$ cat src/common/cbe_cfg.svh
// Constants for the arithmetic and branch execution unit.
`ifndef CBE_CFG_SVH
`define CBE_CFG_SVH

`define CBE_FLAG_C 0
`define CBE_FLAG_Z 1
`define CBE_FLAG_N 2
`define CBE_FLAG_V 3
`define CBE_FLAG_S 4
`define CBE_FLAG_H 5

`define CBE_STATUS_RST 8'h00
`define CBE_BYTE_RST 8'h00
`define CBE_ALL_ONES 8'hff

`define CBE_CYC_IDLE 3'h0
`define CBE_CYC_ONE 3'h1
`define CBE_CYC_TWO 3'h2
`define CBE_CYC_THREE 3'h3
`define CBE_CYC_FOUR 3'h4
`define CBE_CYC_FIVE 3'h5

`endif

$ cat src/common/cbe_pkg.sv
// Operation codes of the arithmetic and branch execution unit.
package cbe_pkg;

    typedef enum logic [5:0] {
        op_add = 6'h00, op_add_carry = 6'h01, op_sub = 6'h02,
        op_subtract_constant = 6'h03, op_sub_carry = 6'h04,
        op_subtract_constant_with_borrow = 6'h05, op_word_immediate_add = 6'h06,
        op_word_immediate_subtract = 6'h07, op_and = 6'h08, op_and_with_constant = 6'h09,
        op_or = 6'h0a, op_or_with_constant = 6'h0b, op_exclusive_or = 6'h0c,
        op_clear_bits_by_mask = 6'h0d, op_test_zero_or_negative = 6'h0e,
        op_compare = 6'h0f, op_compare_with_borrow = 6'h10, op_compare_immediate = 6'h11,
        op_unsigned_product = 6'h12, op_signed_product = 6'h13,
        op_mixed_sign_product = 6'h14, op_fractional_unsigned_product = 6'h15,
        op_fractional_signed_product = 6'h16, op_fractional_mixed_product = 6'h17,
        op_relative_subroutine_call = 6'h18, op_extended_indirect_jump = 6'h19,
        op_extended_indirect_call = 6'h1a, op_direct_jump = 6'h1b,
        op_direct_call = 6'h1c, op_compare_skip_equal = 6'h1d,
        op_skip_reg_bit_clear = 6'h1e, op_skip_reg_bit_set = 6'h1f,
        op_skip_io_bit_clear = 6'h20, op_skip_io_bit_set = 6'h21,
        op_branch_flag_set = 6'h22, op_branch_flag_clear = 6'h23,
        op_branch_signed_ge = 6'h24, op_branch_signed_lt = 6'h25,
        op_branch_unsigned_ge = 6'h26, op_branch_unsigned_lt = 6'h27,
        op_branch_half_carry_set = 6'h28, op_branch_half_carry_clear = 6'h29
    } cbe_op_type;

endpackage

$ cat src/design/cbe_exec_core.sv
// Execution unit for arithmetic, logic, product, jump, call, skip and branch operations.
`timescale 1ns/100ps
`include "cbe_cfg.svh"
module cbe_exec_core #(
    parameter int PC_W = 22,
    parameter int OFS_W = 12
) (
    input wire logic i_ref_clk,
    input wire logic i_rst,
    input wire logic i_start,
    input wire cbe_pkg::cbe_op_type i_op,
    input wire logic [7:0] i_opd,
    input wire logic [7:0] i_ops,
    input wire logic [7:0] i_const,
    input wire logic [15:0] i_pair,
    input wire logic [7:0] i_status,
    input wire logic [PC_W-1:0] i_pc,
    input wire logic [OFS_W-1:0] i_offset,
    input wire logic [PC_W-1:0] i_target,
    input wire logic [15:0] i_zptr,
    input wire logic [7:0] i_jump_high_extension,
    input wire logic [2:0] i_bit_sel,
    input wire logic [2:0] i_flag_sel,
    input wire logic [7:0] i_io_val,
    input wire logic i_next_two_word,
    output logic o_busy,
    output logic o_done,
    output logic [7:0] o_result_r,
    output logic [7:0] o_result_hi_r,
    output logic o_wr_dst_r,
    output logic o_wr_pair_r,
    output logic o_wr_product_r,
    output logic [7:0] o_status_r,
    output logic o_status_wr_r,
    output logic [PC_W-1:0] o_pc_next_r,
    output logic o_push_r,
    output logic [PC_W-1:0] o_ret_addr_r
);
    import cbe_pkg::*;

    logic [2:0] cnt_r;
    logic [7:0] res_nxt;
    logic [7:0] hi_nxt;
    logic [7:0] st_nxt;
    logic wr_dst_nxt;
    logic wr_pair_nxt;
    logic wr_prod_nxt;
    logic st_wr_nxt;
    logic [PC_W-1:0] pc_nxt;
    logic push_nxt;
    logic [PC_W-1:0] ret_nxt;
    logic [2:0] cyc_nxt;

    // A new operation may start in the last cycle of the previous one.
    wire take = i_start & (cnt_r <= `CBE_CYC_ONE);
    assign o_busy = cnt_r != `CBE_CYC_IDLE;
    assign o_done = cnt_r == `CBE_CYC_ONE;

    // Operand selection for the byte adder.
    wire is_imm = (i_op == op_subtract_constant) | (i_op == op_subtract_constant_with_borrow)
        | (i_op == op_and_with_constant) | (i_op == op_or_with_constant)
        | (i_op == op_clear_bits_by_mask) | (i_op == op_compare_immediate);
    wire use_cin = (i_op == op_add_carry) | (i_op == op_sub_carry)
        | (i_op == op_subtract_constant_with_borrow) | (i_op == op_compare_with_borrow);
    wire is_sub = (i_op != op_add) & (i_op != op_add_carry);
    wire is_cmp = (i_op == op_compare) | (i_op == op_compare_with_borrow)
        | (i_op == op_compare_immediate);
    wire keep_z = use_cin & is_sub;
    wire [7:0] opb = is_imm ? i_const : i_ops;
    wire [7:0] sum;
    wire add_c;
    wire add_h;
    wire add_v;

    cbe_add8 u_add8 (
        .i_a(i_opd),
        .i_b(opb),
        .i_cin(use_cin & i_status[`CBE_FLAG_C]),
        .i_sub(is_sub),
        .o_sum(sum),
        .o_carry(add_c),
        .o_half(add_h),
        .o_ovf(add_v)
    );

    // With-carry subtracts only clear Z, so multi-byte zero tests chain.
    wire add_z = (sum == `CBE_BYTE_RST) & (~keep_z | i_status[`CBE_FLAG_Z]);

    // Word arithmetic on the register pair with a six-bit constant.
    wire w_sub = i_op == op_word_immediate_subtract;
    wire [15:0] w_k = {10'h000, i_const[5:0]};
    wire [15:0] w_res = w_sub ? (i_pair - w_k) : (i_pair + w_k);
    wire w_c = w_sub ? (w_res[15] & ~i_pair[15]) : (~w_res[15] & i_pair[15]);
    wire w_v = w_sub ? (i_pair[15] & ~w_res[15]) : (~i_pair[15] & w_res[15]);

    // Logic results.
    wire [7:0] clear_mask = `CBE_ALL_ONES - i_const;
    wire [7:0] log_res =
        (i_op == op_and) ? (i_opd & i_ops) :
        (i_op == op_and_with_constant) ? (i_opd & i_const) :
        (i_op == op_or) ? (i_opd | i_ops) :
        (i_op == op_or_with_constant) ? (i_opd | i_const) :
        (i_op == op_exclusive_or) ? (i_opd ^ i_ops) :
        (i_op == op_clear_bits_by_mask) ? (i_opd & clear_mask) :
        (i_opd & i_opd);

    // Products through one signed 9x9 multiplier.
    wire a_sgn = (i_op == op_signed_product) | (i_op == op_mixed_sign_product)
        | (i_op == op_fractional_signed_product) | (i_op == op_fractional_mixed_product);
    wire b_sgn = (i_op == op_signed_product) | (i_op == op_fractional_signed_product);
    wire frac = (i_op == op_fractional_unsigned_product)
        | (i_op == op_fractional_signed_product) | (i_op == op_fractional_mixed_product);
    wire signed [8:0] a_ext = {a_sgn & i_opd[7], i_opd};
    wire signed [8:0] b_ext = {b_sgn & i_ops[7], i_ops};
    wire signed [17:0] prod_w = a_ext * b_ext;
    wire [15:0] prod = prod_w[15:0];
    wire [15:0] prod_out = frac ? {prod[14:0], 1'b0} : prod;

    // Program counter candidates.
    wire [PC_W-1:0] ofs_ext = {{(PC_W-OFS_W){i_offset[OFS_W-1]}}, i_offset};
    wire [PC_W-1:0] pc_inc1 = i_pc + PC_W'(1);
    wire [PC_W-1:0] pc_inc2 = i_pc + PC_W'(2);
    wire [PC_W-1:0] pc_inc3 = i_pc + PC_W'(3);
    wire [PC_W-1:0] pc_rel = pc_inc1 + ofs_ext;
    wire [23:0] ext_z_full = {i_jump_high_extension, i_zptr};
    wire [PC_W-1:0] ext_z = ext_z_full[PC_W-1:0];

    // Skip and branch conditions.
    wire skip_cond =
        (i_op == op_compare_skip_equal) ? (i_opd == i_ops) :
        (i_op == op_skip_reg_bit_clear) ? ~i_ops[i_bit_sel] :
        (i_op == op_skip_reg_bit_set) ? i_ops[i_bit_sel] :
        (i_op == op_skip_io_bit_clear) ? ~i_io_val[i_bit_sel] :
        i_io_val[i_bit_sel];
    wire n_xor_v = i_status[`CBE_FLAG_N] ^ i_status[`CBE_FLAG_V];
    wire br_cond =
        (i_op == op_branch_flag_set) ? i_status[i_flag_sel] :
        (i_op == op_branch_flag_clear) ? ~i_status[i_flag_sel] :
        (i_op == op_branch_signed_ge) ? ~n_xor_v :
        (i_op == op_branch_signed_lt) ? n_xor_v :
        (i_op == op_branch_unsigned_ge) ? ~i_status[`CBE_FLAG_C] :
        (i_op == op_branch_unsigned_lt) ? i_status[`CBE_FLAG_C] :
        (i_op == op_branch_half_carry_set) ? i_status[`CBE_FLAG_H] :
        ~i_status[`CBE_FLAG_H];

    always_comb begin
        res_nxt = i_opd;
        hi_nxt = `CBE_BYTE_RST;
        st_nxt = i_status;
        wr_dst_nxt = 1'b0;
        wr_pair_nxt = 1'b0;
        wr_prod_nxt = 1'b0;
        st_wr_nxt = 1'b0;
        pc_nxt = pc_inc1;
        push_nxt = 1'b0;
        ret_nxt = pc_inc1;
        cyc_nxt = `CBE_CYC_ONE;
        unique case (i_op)
            op_add, op_add_carry, op_sub, op_subtract_constant, op_sub_carry,
            op_subtract_constant_with_borrow, op_compare, op_compare_with_borrow,
            op_compare_immediate: begin
                res_nxt = sum;
                wr_dst_nxt = ~is_cmp;
                st_wr_nxt = 1'b1;
                st_nxt[`CBE_FLAG_Z] = add_z;
                st_nxt[`CBE_FLAG_C] = add_c;
                st_nxt[`CBE_FLAG_N] = sum[7];
                st_nxt[`CBE_FLAG_V] = add_v;
                st_nxt[`CBE_FLAG_H] = add_h;
            end
            op_word_immediate_add, op_word_immediate_subtract: begin
                res_nxt = w_res[7:0];
                hi_nxt = w_res[15:8];
                wr_pair_nxt = 1'b1;
                st_wr_nxt = 1'b1;
                st_nxt[`CBE_FLAG_Z] = w_res == 16'h0000;
                st_nxt[`CBE_FLAG_C] = w_c;
                st_nxt[`CBE_FLAG_N] = w_res[15];
                st_nxt[`CBE_FLAG_V] = w_v;
                st_nxt[`CBE_FLAG_S] = w_res[15] ^ w_v;
                cyc_nxt = `CBE_CYC_TWO;
            end
            // Logic group; clear mask; test keeps the register.
            op_and, op_and_with_constant, op_or, op_or_with_constant, op_exclusive_or,
            op_clear_bits_by_mask, op_test_zero_or_negative: begin
                res_nxt = log_res;
                wr_dst_nxt = i_op != op_test_zero_or_negative;
                st_wr_nxt = 1'b1;
                st_nxt[`CBE_FLAG_Z] = log_res == `CBE_BYTE_RST;
                st_nxt[`CBE_FLAG_N] = log_res[7];
                st_nxt[`CBE_FLAG_V] = 1'b0;
            end
            op_unsigned_product, op_signed_product, op_mixed_sign_product,
            op_fractional_unsigned_product, op_fractional_signed_product,
            op_fractional_mixed_product: begin
                res_nxt = prod_out[7:0];
                hi_nxt = prod_out[15:8];
                wr_prod_nxt = 1'b1;
                st_wr_nxt = 1'b1;
                st_nxt[`CBE_FLAG_Z] = prod_out == 16'h0000;
                st_nxt[`CBE_FLAG_C] = prod[15];
                cyc_nxt = `CBE_CYC_TWO;
            end
            op_relative_subroutine_call: begin
                pc_nxt = pc_rel;
                push_nxt = 1'b1;
                cyc_nxt = `CBE_CYC_FOUR;
            end
            op_extended_indirect_jump: begin
                pc_nxt = ext_z;
                cyc_nxt = `CBE_CYC_TWO;
            end
            op_extended_indirect_call: begin
                pc_nxt = ext_z;
                push_nxt = 1'b1;
                cyc_nxt = `CBE_CYC_FOUR;
            end
            op_direct_jump: begin
                pc_nxt = i_target;
                cyc_nxt = `CBE_CYC_THREE;
            end
            // Direct call returns past its own two words.
            op_direct_call: begin
                pc_nxt = i_target;
                push_nxt = 1'b1;
                ret_nxt = pc_inc2;
                cyc_nxt = `CBE_CYC_FIVE;
            end
            op_compare_skip_equal, op_skip_reg_bit_clear, op_skip_reg_bit_set,
            op_skip_io_bit_clear, op_skip_io_bit_set: begin
                if (skip_cond) begin
                    pc_nxt = i_next_two_word ? pc_inc3 : pc_inc2;
                    cyc_nxt = i_next_two_word ? `CBE_CYC_THREE : `CBE_CYC_TWO;
                end
            end
            op_branch_flag_set, op_branch_flag_clear, op_branch_signed_ge,
            op_branch_signed_lt, op_branch_unsigned_ge, op_branch_unsigned_lt,
            op_branch_half_carry_set, op_branch_half_carry_clear: begin
                if (br_cond) begin
                    pc_nxt = pc_rel;
                    cyc_nxt = `CBE_CYC_TWO;
                end
            end
            default: begin
                cyc_nxt = `CBE_CYC_ONE;
            end
        endcase
    end

    always_ff @(posedge i_ref_clk or posedge i_rst) begin
        if (i_rst) begin
            cnt_r <= `CBE_CYC_IDLE;
        end else if (take) begin
            cnt_r <= cyc_nxt;
        end else if (o_busy) begin
            cnt_r <= cnt_r - `CBE_CYC_ONE;
        end
    end

    always_ff @(posedge i_ref_clk or posedge i_rst) begin
        if (i_rst) begin
            o_result_r <= `CBE_BYTE_RST;
            o_result_hi_r <= `CBE_BYTE_RST;
            o_wr_dst_r <= 1'b0;
            o_wr_pair_r <= 1'b0;
            o_wr_product_r <= 1'b0;
            o_status_r <= `CBE_STATUS_RST;
            o_status_wr_r <= 1'b0;
            o_pc_next_r <= '0;
            o_push_r <= 1'b0;
            o_ret_addr_r <= '0;
        end else if (take) begin
            o_result_r <= res_nxt;
            o_result_hi_r <= hi_nxt;
            o_wr_dst_r <= wr_dst_nxt;
            o_wr_pair_r <= wr_pair_nxt;
            o_wr_product_r <= wr_prod_nxt;
            o_status_r <= st_nxt;
            o_status_wr_r <= st_wr_nxt;
            o_pc_next_r <= pc_nxt;
            o_push_r <= push_nxt;
            o_ret_addr_r <= ret_nxt;
        end
    end

    add_sum_a: assert property (@(posedge i_ref_clk) disable iff (i_rst)
        take && i_op == op_add |=> o_result_r == 8'($past(i_opd) + $past(i_ops))
            && o_wr_dst_r && o_done)
        else $error("byte add result or timing wrong");
    word_two_a: assert property (@(posedge i_ref_clk) disable iff (i_rst)
        take && i_op == op_word_immediate_add |=> o_wr_pair_r && !o_done ##1 o_done)
        else $error("word add not two cycles");
    word_sub_a: assert property (@(posedge i_ref_clk) disable iff (i_rst)
        take && i_op == op_word_immediate_subtract
            |=> {o_result_hi_r, o_result_r} == 16'($past(i_pair) - {10'h000, $past(i_const[5:0])}))
        else $error("word subtract result wrong");
    logic_flags_a: assert property (@(posedge i_ref_clk) disable iff (i_rst)
        take && i_op == op_or |=> !o_status_r[`CBE_FLAG_V]
            && o_status_r[`CBE_FLAG_C] == $past(i_status[`CBE_FLAG_C]))
        else $error("logic op touched wrong flags");
    clear_mask_a: assert property (@(posedge i_ref_clk) disable iff (i_rst)
        take && i_op == op_clear_bits_by_mask
            |=> o_result_r == ($past(i_opd) & ~$past(i_const)))
        else $error("clear mask result wrong");
    test_keep_a: assert property (@(posedge i_ref_clk) disable iff (i_rst)
        take && i_op == op_test_zero_or_negative |=> !o_wr_dst_r
            && o_status_r[`CBE_FLAG_N] == o_result_r[7] && o_result_r == $past(i_opd))
        else $error("test changed register or flags wrong");
    product_place_a: assert property (@(posedge i_ref_clk) disable iff (i_rst)
        take && i_op == op_unsigned_product
            |=> {o_result_hi_r, o_result_r} == 16'($past(i_opd)) * 16'($past(i_ops)) ##1 o_done)
        else $error("unsigned product wrong");
    rel_call_a: assert property (@(posedge i_ref_clk) disable iff (i_rst)
        take && i_op == op_relative_subroutine_call |=> o_push_r && !o_status_wr_r
            && o_ret_addr_r == $past(i_pc) + PC_W'(1) ##0 !o_done [*3] ##1 o_done)
        else $error("relative call wrong");
    ext_jump_a: assert property (@(posedge i_ref_clk) disable iff (i_rst)
        take && i_op == op_extended_indirect_jump |=> !o_push_r && !o_done ##1 o_done)
        else $error("extended jump timing wrong");
    direct_call_a: assert property (@(posedge i_ref_clk) disable iff (i_rst)
        take && i_op == op_direct_call |=> o_pc_next_r == $past(i_target)
            && o_ret_addr_r == $past(i_pc) + PC_W'(2) ##0 !o_done [*4] ##1 o_done)
        else $error("direct call wrong");
    skip_equal_a: assert property (@(posedge i_ref_clk) disable iff (i_rst)
        take && i_op == op_compare_skip_equal && i_opd == i_ops && i_next_two_word
            |=> o_pc_next_r == $past(i_pc) + PC_W'(3) ##0 !o_done [*2] ##1 o_done)
        else $error("skip over two-word instruction wrong");
    compare_keep_a: assert property (@(posedge i_ref_clk) disable iff (i_rst)
        take && is_cmp |=> !o_wr_dst_r && o_status_wr_r)
        else $error("compare stored its difference");
    branch_ge_a: assert property (@(posedge i_ref_clk) disable iff (i_rst)
        take && i_op == op_branch_signed_ge && !n_xor_v
            |=> o_pc_next_r == $past(pc_rel) && !o_done ##1 o_done)
        else $error("signed ge branch not taken");
    branch_lo_a: assert property (@(posedge i_ref_clk) disable iff (i_rst)
        take && i_op == op_branch_unsigned_lt && !i_status[`CBE_FLAG_C]
            |=> o_pc_next_r == $past(i_pc) + PC_W'(1) && o_done)
        else $error("unsigned lower branch wrongly taken");
endmodule // cbe_exec_core

$ cat src/design/cbe_add8.sv
// Eight-bit adder and subtractor with carry, half-carry and overflow.
`timescale 1ns/100ps
module cbe_add8 (
    input wire logic [7:0] i_a,
    input wire logic [7:0] i_b,
    input wire logic i_cin,
    input wire logic i_sub,
    output logic [7:0] o_sum,
    output logic o_carry,
    output logic o_half,
    output logic o_ovf
);
    wire [8:0] add_w = {1'b0, i_a} + {1'b0, i_b} + {8'h00, i_cin};
    wire [8:0] sub_w = {1'b0, i_a} - {1'b0, i_b} - {8'h00, i_cin};
    wire [8:0] res_w = i_sub ? sub_w : add_w;
    wire [7:0] r = res_w[7:0];
    wire h_add = (i_a[3] & i_b[3]) | (i_b[3] & ~r[3]) | (~r[3] & i_a[3]);
    wire h_sub = (~i_a[3] & i_b[3]) | (i_b[3] & r[3]) | (r[3] & ~i_a[3]);
    wire v_add = (i_a[7] & i_b[7] & ~r[7]) | (~i_a[7] & ~i_b[7] & r[7]);
    wire v_sub = (i_a[7] & ~i_b[7] & ~r[7]) | (~i_a[7] & i_b[7] & r[7]);

    // The ninth bit is the carry when adding and the borrow when subtracting.
    assign o_sum = r;
    assign o_carry = res_w[8];
    assign o_half = i_sub ? h_sub : h_add;
    assign o_ovf = i_sub ? v_sub : v_add;
endmodule // cbe_add8

$ cat config.mk
export PLATFORM = sky130hd
export DESIGN_NAME = cbe_exec_core
export DESIGN_NICKNAME = d
export VERILOG_FILES = /design/src/common/cbe_pkg.sv /design/src/design/cbe_exec_core.sv /design/src/design/cbe_add8.sv
export VERILOG_INCLUDE_DIRS = /design/src /design/src/common
export SDC_FILE = /design/constraint.sdc
export NUM_CORES = 1
export LEC_CHECK = 0
export BUFFER_PORTS_ARGS = -buffer_cell sky130_fd_sc_hd__buf_2
export CORE_UTILIZATION = 59
export CTS_CLUSTER_SIZE = 25
export DETAILED_ROUTE_END_ITERATION = 16
export GPL_TIMING_DRIVEN = 0
export MAX_ROUTING_LAYER = met4
export PLACE_DENSITY = 0.84
export SYNTH_ARGS = -nofsm -noshare
export SYNTH_HDL_FRONTEND = slang
export SYNTH_SLANG_ARGS = --single-unit
$ cat constraint.sdc
create_clock -name i_ref_clk -period 2.8 [get_ports i_ref_clk]
set_input_delay 0.56 -clock i_ref_clk [delete_from_list [all_inputs] [get_ports i_ref_clk]]
set_output_delay 0.56 -clock i_ref_clk [all_outputs]
set_load 0.05 [all_outputs]
==> results of run 1 <==
-- cell families after synthesis --
family                   count (synthesis)  synth area share
buffers and inverters                  231            0.0746
flip-flops                              76             0.150
multiplexers                            39            0.0385
AND/OR/NAND/NOR                        571             0.215
XOR/XNOR                               121            0.0855
adder cells (fa/ha/maj)                187             0.224
AO/OA/AOI/OAI                          400             0.213
-- metal layers --
| layer | GRT overflow | track usage |
|---|---|---|
| met5 | - | - |
| met4 | 12 | 0.762 |
| met3 | 2 | 0.695 |
| met2 | 21 | 0.950 |
| met1 | 2 | 0.810 |
-- metrics by stage --
step / area [um2] / utilization / setup WS [ps]
after floorplan: 13400 / - / -3340
after global placement: 14800 / 0.700 / -4130
after detailed placement: 14800 / 0.702 / -4240
after CTS: 18400 / 0.874 / -3260
-- timing repair --
action                     in CTS
buffers inserted              169
resized for setup             418
setup endpoints to repair      75
cloned                          2
pin swaps                     174
==> results.rst, run 1 <==
.. list-table::
   :header-rows: 1

   * - Metric
     - Value
   * - Outcome
     - aborted with a tool error
   * - Last step reached
     - 5_1_grt
   * - Halt Reason
     - [ERROR GRT-0232] Routing congestion too high. Check the congestion heatmap in the GUI.
   * - Worst EP kind
     - sequential cell input
   * - Initial Utilization
     - 0.603
   * - Largest net degree at the start of global routing
     - between 50 and 60
   * - Number of synthesized register bits
     - 76
   * - Sink count of the clock tree
     - 76
   * - EDFF count, synth
     - 0
   * - Final Wtd Congestion
     - 1.05
   * - Synth Cell Area
     - around 13,000 um2
   * - Detailed placer's ending HPWL
     - 41.0 mm
   * - GRT Total Usage
     - 0.819
   * - Avg Synthesized Cell Area
     - between 7 and 8 um2
   * - Share of synthesized registers carrying an async set or reset
     - 1.00
   * - Number of clock buffers inserted by TritonCTS
     - 9
   * - Cell chosen for the clock root
     - clkbuf_16
   * - Std cell rows
     - 53
   * - Most used standard cells in the synthesized netlist
     - 166 x nand2_1, 162 x nor2_1, 144 x inv_1, 117 x ha_1, 97 x o21ai_0
   * - Die Y
     - 149 um
   * - Synth Net Count
     - between 1,500 and 2,000
   * - Share of Yosys cell area claimed by the top area cell type
     - 0.150
   * - Synthesis Warnings
     - 0
   * - Worst-case clock buffer depth
     - 2
   * - Number of primary I/O pins
     - 227
   * - Width of the die
     - approximately 150 um
   * - Synth top area cells
     - dfrtp_1 15%, ha_1 12%, fa_1 11%
   * - Sequential element share of the synthesized area
     - 0.150
   * - Remaining global-route overflow
     - 37
   * - Hold_buf cts
     - 0
   * - Dominant synthesized flop cell
     - dfrtp_1
   * - Gate Count Post-Synth
     - roughly 1,600
   * - Number of buffers inserted by port buffering
     - roughly 210
   * - H-Tree Level Count
     - 3
   * - Worst Endpoint after GRT Repair
     - o_status_r[1]$_DFFE_PP0P_/D
   * - Number of instances in the placed design
     - about 2,100
   * - Most instantiated library cell after synthesis
     - nand2_1
   * - Largest area contributor in the netlist
     - dfrtp_1
   * - Number of distinct standard cells referenced by the synthesized netlist
     - 94
==> run 2, diff against run 1 <==
--- a/config.mk
+++ b/config.mk
@@ -7,12 +7,10 @@
 export NUM_CORES = 1
 export LEC_CHECK = 0
 export BUFFER_PORTS_ARGS = -buffer_cell sky130_fd_sc_hd__buf_2
-export CORE_UTILIZATION = 59
-export CTS_CLUSTER_SIZE = 25
+export CORE_UTILIZATION = 40
 export DETAILED_ROUTE_END_ITERATION = 16
 export GPL_TIMING_DRIVEN = 0
-export MAX_ROUTING_LAYER = met4
-export PLACE_DENSITY = 0.84
+export PLACE_DENSITY_LB_ADDON = 0.15
 export SYNTH_ARGS = -nofsm -noshare
 export SYNTH_HDL_FRONTEND = slang
 export SYNTH_SLANG_ARGS = --single-unit
==> run 2 against run 1 <==
Net effect:
- the flow now finishes, with violations (setup timing)
- synthesized cell count unchanged
- synthesized area unchanged
==> results.rst, run 2 <==
.. list-table::
   :header-rows: 1

   * - Metric
     - Value
   * - Adder and majority gate portion of the synthesized area
     - 0.224 (unchanged)
   * - Final min period
     - between 5000 and 6000 ps
   * - GRT Total Usage
     - 0.336
   * - Std cell rows
     - 64 (was 53)
   * - Gate Count Post-Synth
     - 1,625 (unchanged)
   * - Final layout net count
     - about 2,300
   * - Placeable core area
     - between 30,000 and 40,000 um2
   * - Biggest registers after layout
     - o_pc_next_r: 22 flops, o_ret_addr_r: 22 flops
   * - Leading cell types in the layout, fill and taps excluded
     - 198 x buf_2, 146 x nand2_1, 144 x nor2_1, 137 x buf_4, 109 x inv_1
   * - Max-slew headroom
     - 0.114
   * - Highest achievable clock rate
     - ~170 MHz
   * - Global-route wire length before repair
     - approximately 83 mm
   * - Worst clock skew on the final layout
     - about 6.8 ps
   * - DRC violation total after the first TritonRoute iteration
     - between 1,500 and 2,000
   * - Worst vdd ir
     - about 0.65 mV
   * - Total Wirelength
     - 56.3 mm
   * - Fill cell instance count of the final layout
     - about 2,700
   * - Sw power
     - about 7.1 mW
   * - Reported leakage power
     - 8.23 nW
   * - Share of Yosys cell area claimed by the top area cell type
     - 0.150 (unchanged)
   * - Width of the die
     - 180 um (was 149 um)
   * - Synthesis Warnings
     - 0 (unchanged)
   * - Number of antenna violations at the first check in global routing
     - 5
   * - Worst-Margin Slew
     - about 1300 ps
   * - Share of synthesized registers carrying an async set or reset
     - 1.00 (unchanged)
   * - Synth Cell Area
     - 12,700 um2 (unchanged)
   * - Share of cells above drive strength 1
     - 0.410
   * - Leading cell type in the layout, fill and taps excluded
     - buf_2
   * - Number of max-slew violations in the final report
     - 0
   * - Crit-path most repeated cell
     - fa_1
   * - Fin cells
     - approximately 2,400
   * - Total power per unit cell area
     - 703 nW/um2
   * - Worst-skew pair later-pin latency
     - approximately 360 ps
   * - Initial Utilization
     - 0.412 (was 0.603)
   * - Hold_buf cts
     - 0 (unchanged)
   * - Outcome
     - finished with violations (was aborted with a tool error)
   * - Synth top area cells
     - dfrtp_1 15%, ha_1 12%, fa_1 11% (unchanged)
   * - Clock transition at path regs
     - around 70 ps
   * - Most instantiated library cell after synthesis
     - nand2_1 (unchanged)
   * - Worst min-delay path category
     - in -> async
   * - Sequential element share of the synthesized area
     - 0.150 (unchanged)
   * - Crit. End Element
     - flop
   * - Crit path buffers/inverters
     - 5
   * - Tcrit/Tclk final
     - 2.14
   * - Number of synthesized register bits
     - 76 (unchanged)
   * - Design area
     - about 19,000 um2
   * - Share of synthesized area spent on multiplexers
     - 0.0385 (unchanged)
   * - Worst-case clock buffer depth
     - 2 (unchanged)
   * - Most used standard cells in the synthesized netlist
     - 166 x nand2_1, 162 x nor2_1, 144 x inv_1, 117 x ha_1, 97 x o21ai_0 (unchanged)
   * - Failing checks
     - setup timing
   * - Detailed-route vias per instance
     - roughly 6.0
   * - Sink count of the clock tree
     - 76 (unchanged)
   * - Pre-CTS setup slack
     - -4190 ps (was -4240 ps)
   * - Avg Synthesized Cell Area
     - 7.83 um2 (unchanged)
   * - Final core utilization
     - 0.612
   * - Via count of the first global-routing pass
     - 14,000
   * - Total design power
     - between 10 and 15 mW
   * - Cells traversed along the worst timing path
     - buf_12 -> buf_8 -> nand2b_4 -> a211oi_4 -> and2_4 -> nand2_4 -> fa_1 -> inv_1 -> fa_1 -> fa_1 -> fa_1 -> inv_1 -> fa_1 -> inv_2 -> ha_4 -> or2_1 -> o22ai_2 -> xnor2_2 -> or4_1 -> or4b_4 -> a2111oi_4 -> o32ai_2 -> o41ai_1
   * - Post-synthesis share of cell area spent on and, or, nand and nor gates
     - 0.215 (unchanged)
   * - Largest stage delay, worst path
     - roughly 560 ps
   * - Sum of negative setup slack
     - -44,040 ps
   * - Clock share of power
     - 0.090
   * - Cell chosen for the clock root
     - clkbuf_16 (unchanged)
   * - H-Tree Level Count
     - 3 (unchanged)
   * - Die Y
     - 180 um (was 149 um)
   * - Area after detailed placement
     - 14,900 um2 (was 14,800 um2)
   * - Share of total power in sequential cells
     - 0.151
   * - Dominant synthesized flop cell
     - dfrtp_1 (unchanged)
   * - Combinational group share of total power
     - 0.759
   * - EDFF count, synth
     - 0 (unchanged)
   * - Number of buffers inserted by port buffering
     - 207 (unchanged)
   * - Worst Path Class, Setup
     - in -> reg
   * - Area Growth Syn to Fin
     - 48.8%
   * - Largest net degree at the start of global routing
     - 42
   * - Kind of cell adding the most delay to the critical path
     - adder cells
   * - Die area
     - around 33,000 um2
   * - Worst Path Required
     - roughly 3100 ps
   * - Number of clock buffers inserted by TritonCTS
     - 9 (unchanged)
   * - Switching share of total power
     - 0.533
   * - Remaining global-route overflow
     - 0
   * - Worst hold slack
     - roughly 250 ps
   * - Antenna Violating Nets Remaining
     - 0
   * - Largest area contributor in the netlist
     - dfrtp_1 (unchanged)
   * - WL/cell
     - 23.4 um
   * - Detailed placer's ending HPWL
     - 42.4 mm (was 41.0 mm)
   * - Vias
     - approximately 14,000
   * - Final critical-path setup slack
     - -3180 ps
   * - Synth Area in Compound Gates
     - 0.213 (unchanged)
   * - Synth Net Count
     - 1,963 (unchanged)
   * - Number of distinct standard cells referenced by the synthesized netlist
     - 94 (unchanged)
   * - DRC
     - 0
   * - Count of endpoints failing setup in the final report
     - 38
   * - TritonCTS clock tree
     - done
   * - Number of instances in the placed design
     - 2,229 (was 2,109)
   * - Internal
     - around 6.2 mW
   * - Number of primary I/O pins
     - 227 (unchanged)
   * - Setup crit start kind
     - input pin
   * - Signal arrival time at the worst endpoint
     - between 6000 and 7000 ps
   * - Critical Path Fanout Max
     - 4
   * - Hold Fails Final Rpt
     - 0
   * - Number of max-capacitance violations reported
     - 0
   * - Unrepaired setup endpoints after global routing
     - true
   * - Final Wtd Congestion
     - 0.997 (was 1.05)
   * - Xor and xnor fraction of the mapped netlist area
     - 0.0855 (unchanged)
   * - Main combinational cell family by area after synthesis
     - adder cells (unchanged)
   * - DR pass1 iterations
     - 5
   * - Cell with the biggest individual delay on the critical path
     - or4b_4
-- run 2: cell counts after synthesis --
Identical to the previous run, type by type.
-- run 2: layer usage --
layer,GRT usage,vias up,share of wire
met4,0.128,2,0.036
li1,-,6516,-
met5,0,-,0.00023
met1,0.461,6958,0.43
met3,0.0948,125,0.11
met2,0.500,803,0.43
-- run 2: worst paths after layout --
kind,to,start,cells past startpoint,slack (ps)
max,o_status_r[1]$_DFFE_PP0P_,i_op[0],23,-3180
min,o_ret_addr_r[3]$_DFFE_PP0P_,i_rst,2,250
max reg2reg,o_pc_next_r[17]$_DFFE_PP0P_,cnt_r[1]$_DFFE_PP0P_,10,40
min reg2reg,o_result_r[2]$_DFFE_PP0P_,o_result_r[2]$_DFFE_PP0P_,2,470
max in group asynchronous,cnt_r[2]$_DFFE_PP0P_,i_rst,3,1930
min in group i_ref_clk,o_status_r[7]$_DFFE_PP0P_,i_status[7],3,410
-- run 2: worst reg2reg max path, cell delays in order (launching register included) --
cell	delay [ps]
dfrtp_1	400
inv_1	100
ha_1	160
o21ai_1	160
or2_2	310
clkbuf_1	260
clkbuf_2	290
a221oi_1	370
o21ai_0	200
a221oi_2	310
nor2_1	70
-- run 2: what timing repair did --
item | 4_1_cts | 5_1_grt
gates resized for setup | 330 | 192
setup endpoints to repair | 75 | 74
pin swaps | 126 | 114
gates cloned | 3 | 0
buffers inserted | 104 | 66
-- run 2: final cells by class --
class / instances / area, um2 / area share
Antenna cell: 1 / 2.50 / 0.000132
Inverter: 148 / 624 / 0.0330
Timing Repair Buffer: 376 / 2650 / 0.140
Multi-Input combinational cell: 1318 / 12200 / 0.643
Tap cell: 396 / 495 / 0.0262
Buffer: 81 / 791 / 0.0418
Sequential cell: 76 / 1900 / 0.100
Clock buffer: 9 / 225 / 0.0119
Clock inverter: 7 / 70.1 / 0.00370
-- run 2: kinds of logic after synthesis --
family / count (synthesis)
buf+inv: 231
xor+xnor: 121
flops: 76
simple gates: 571
fa+ha+maj: 187
compound gates: 400
mux: 39
-- run 2: power by group through the flow --
stage | Clock (mW) | Sequential, mW | Combinational, mW
floorplan | 0 | 3.66 | 3.64
global placement | 0 | 2.01 | 7.37
detailed placement | 0 | 2.01 | 7.43
CTS | 1.21 | 2.00 | 9.03
global route | 1.25 | 2.06 | 10.7
finish | 1.19 | 2.01 | 10.1
Power figures use the tool's default switching activity.
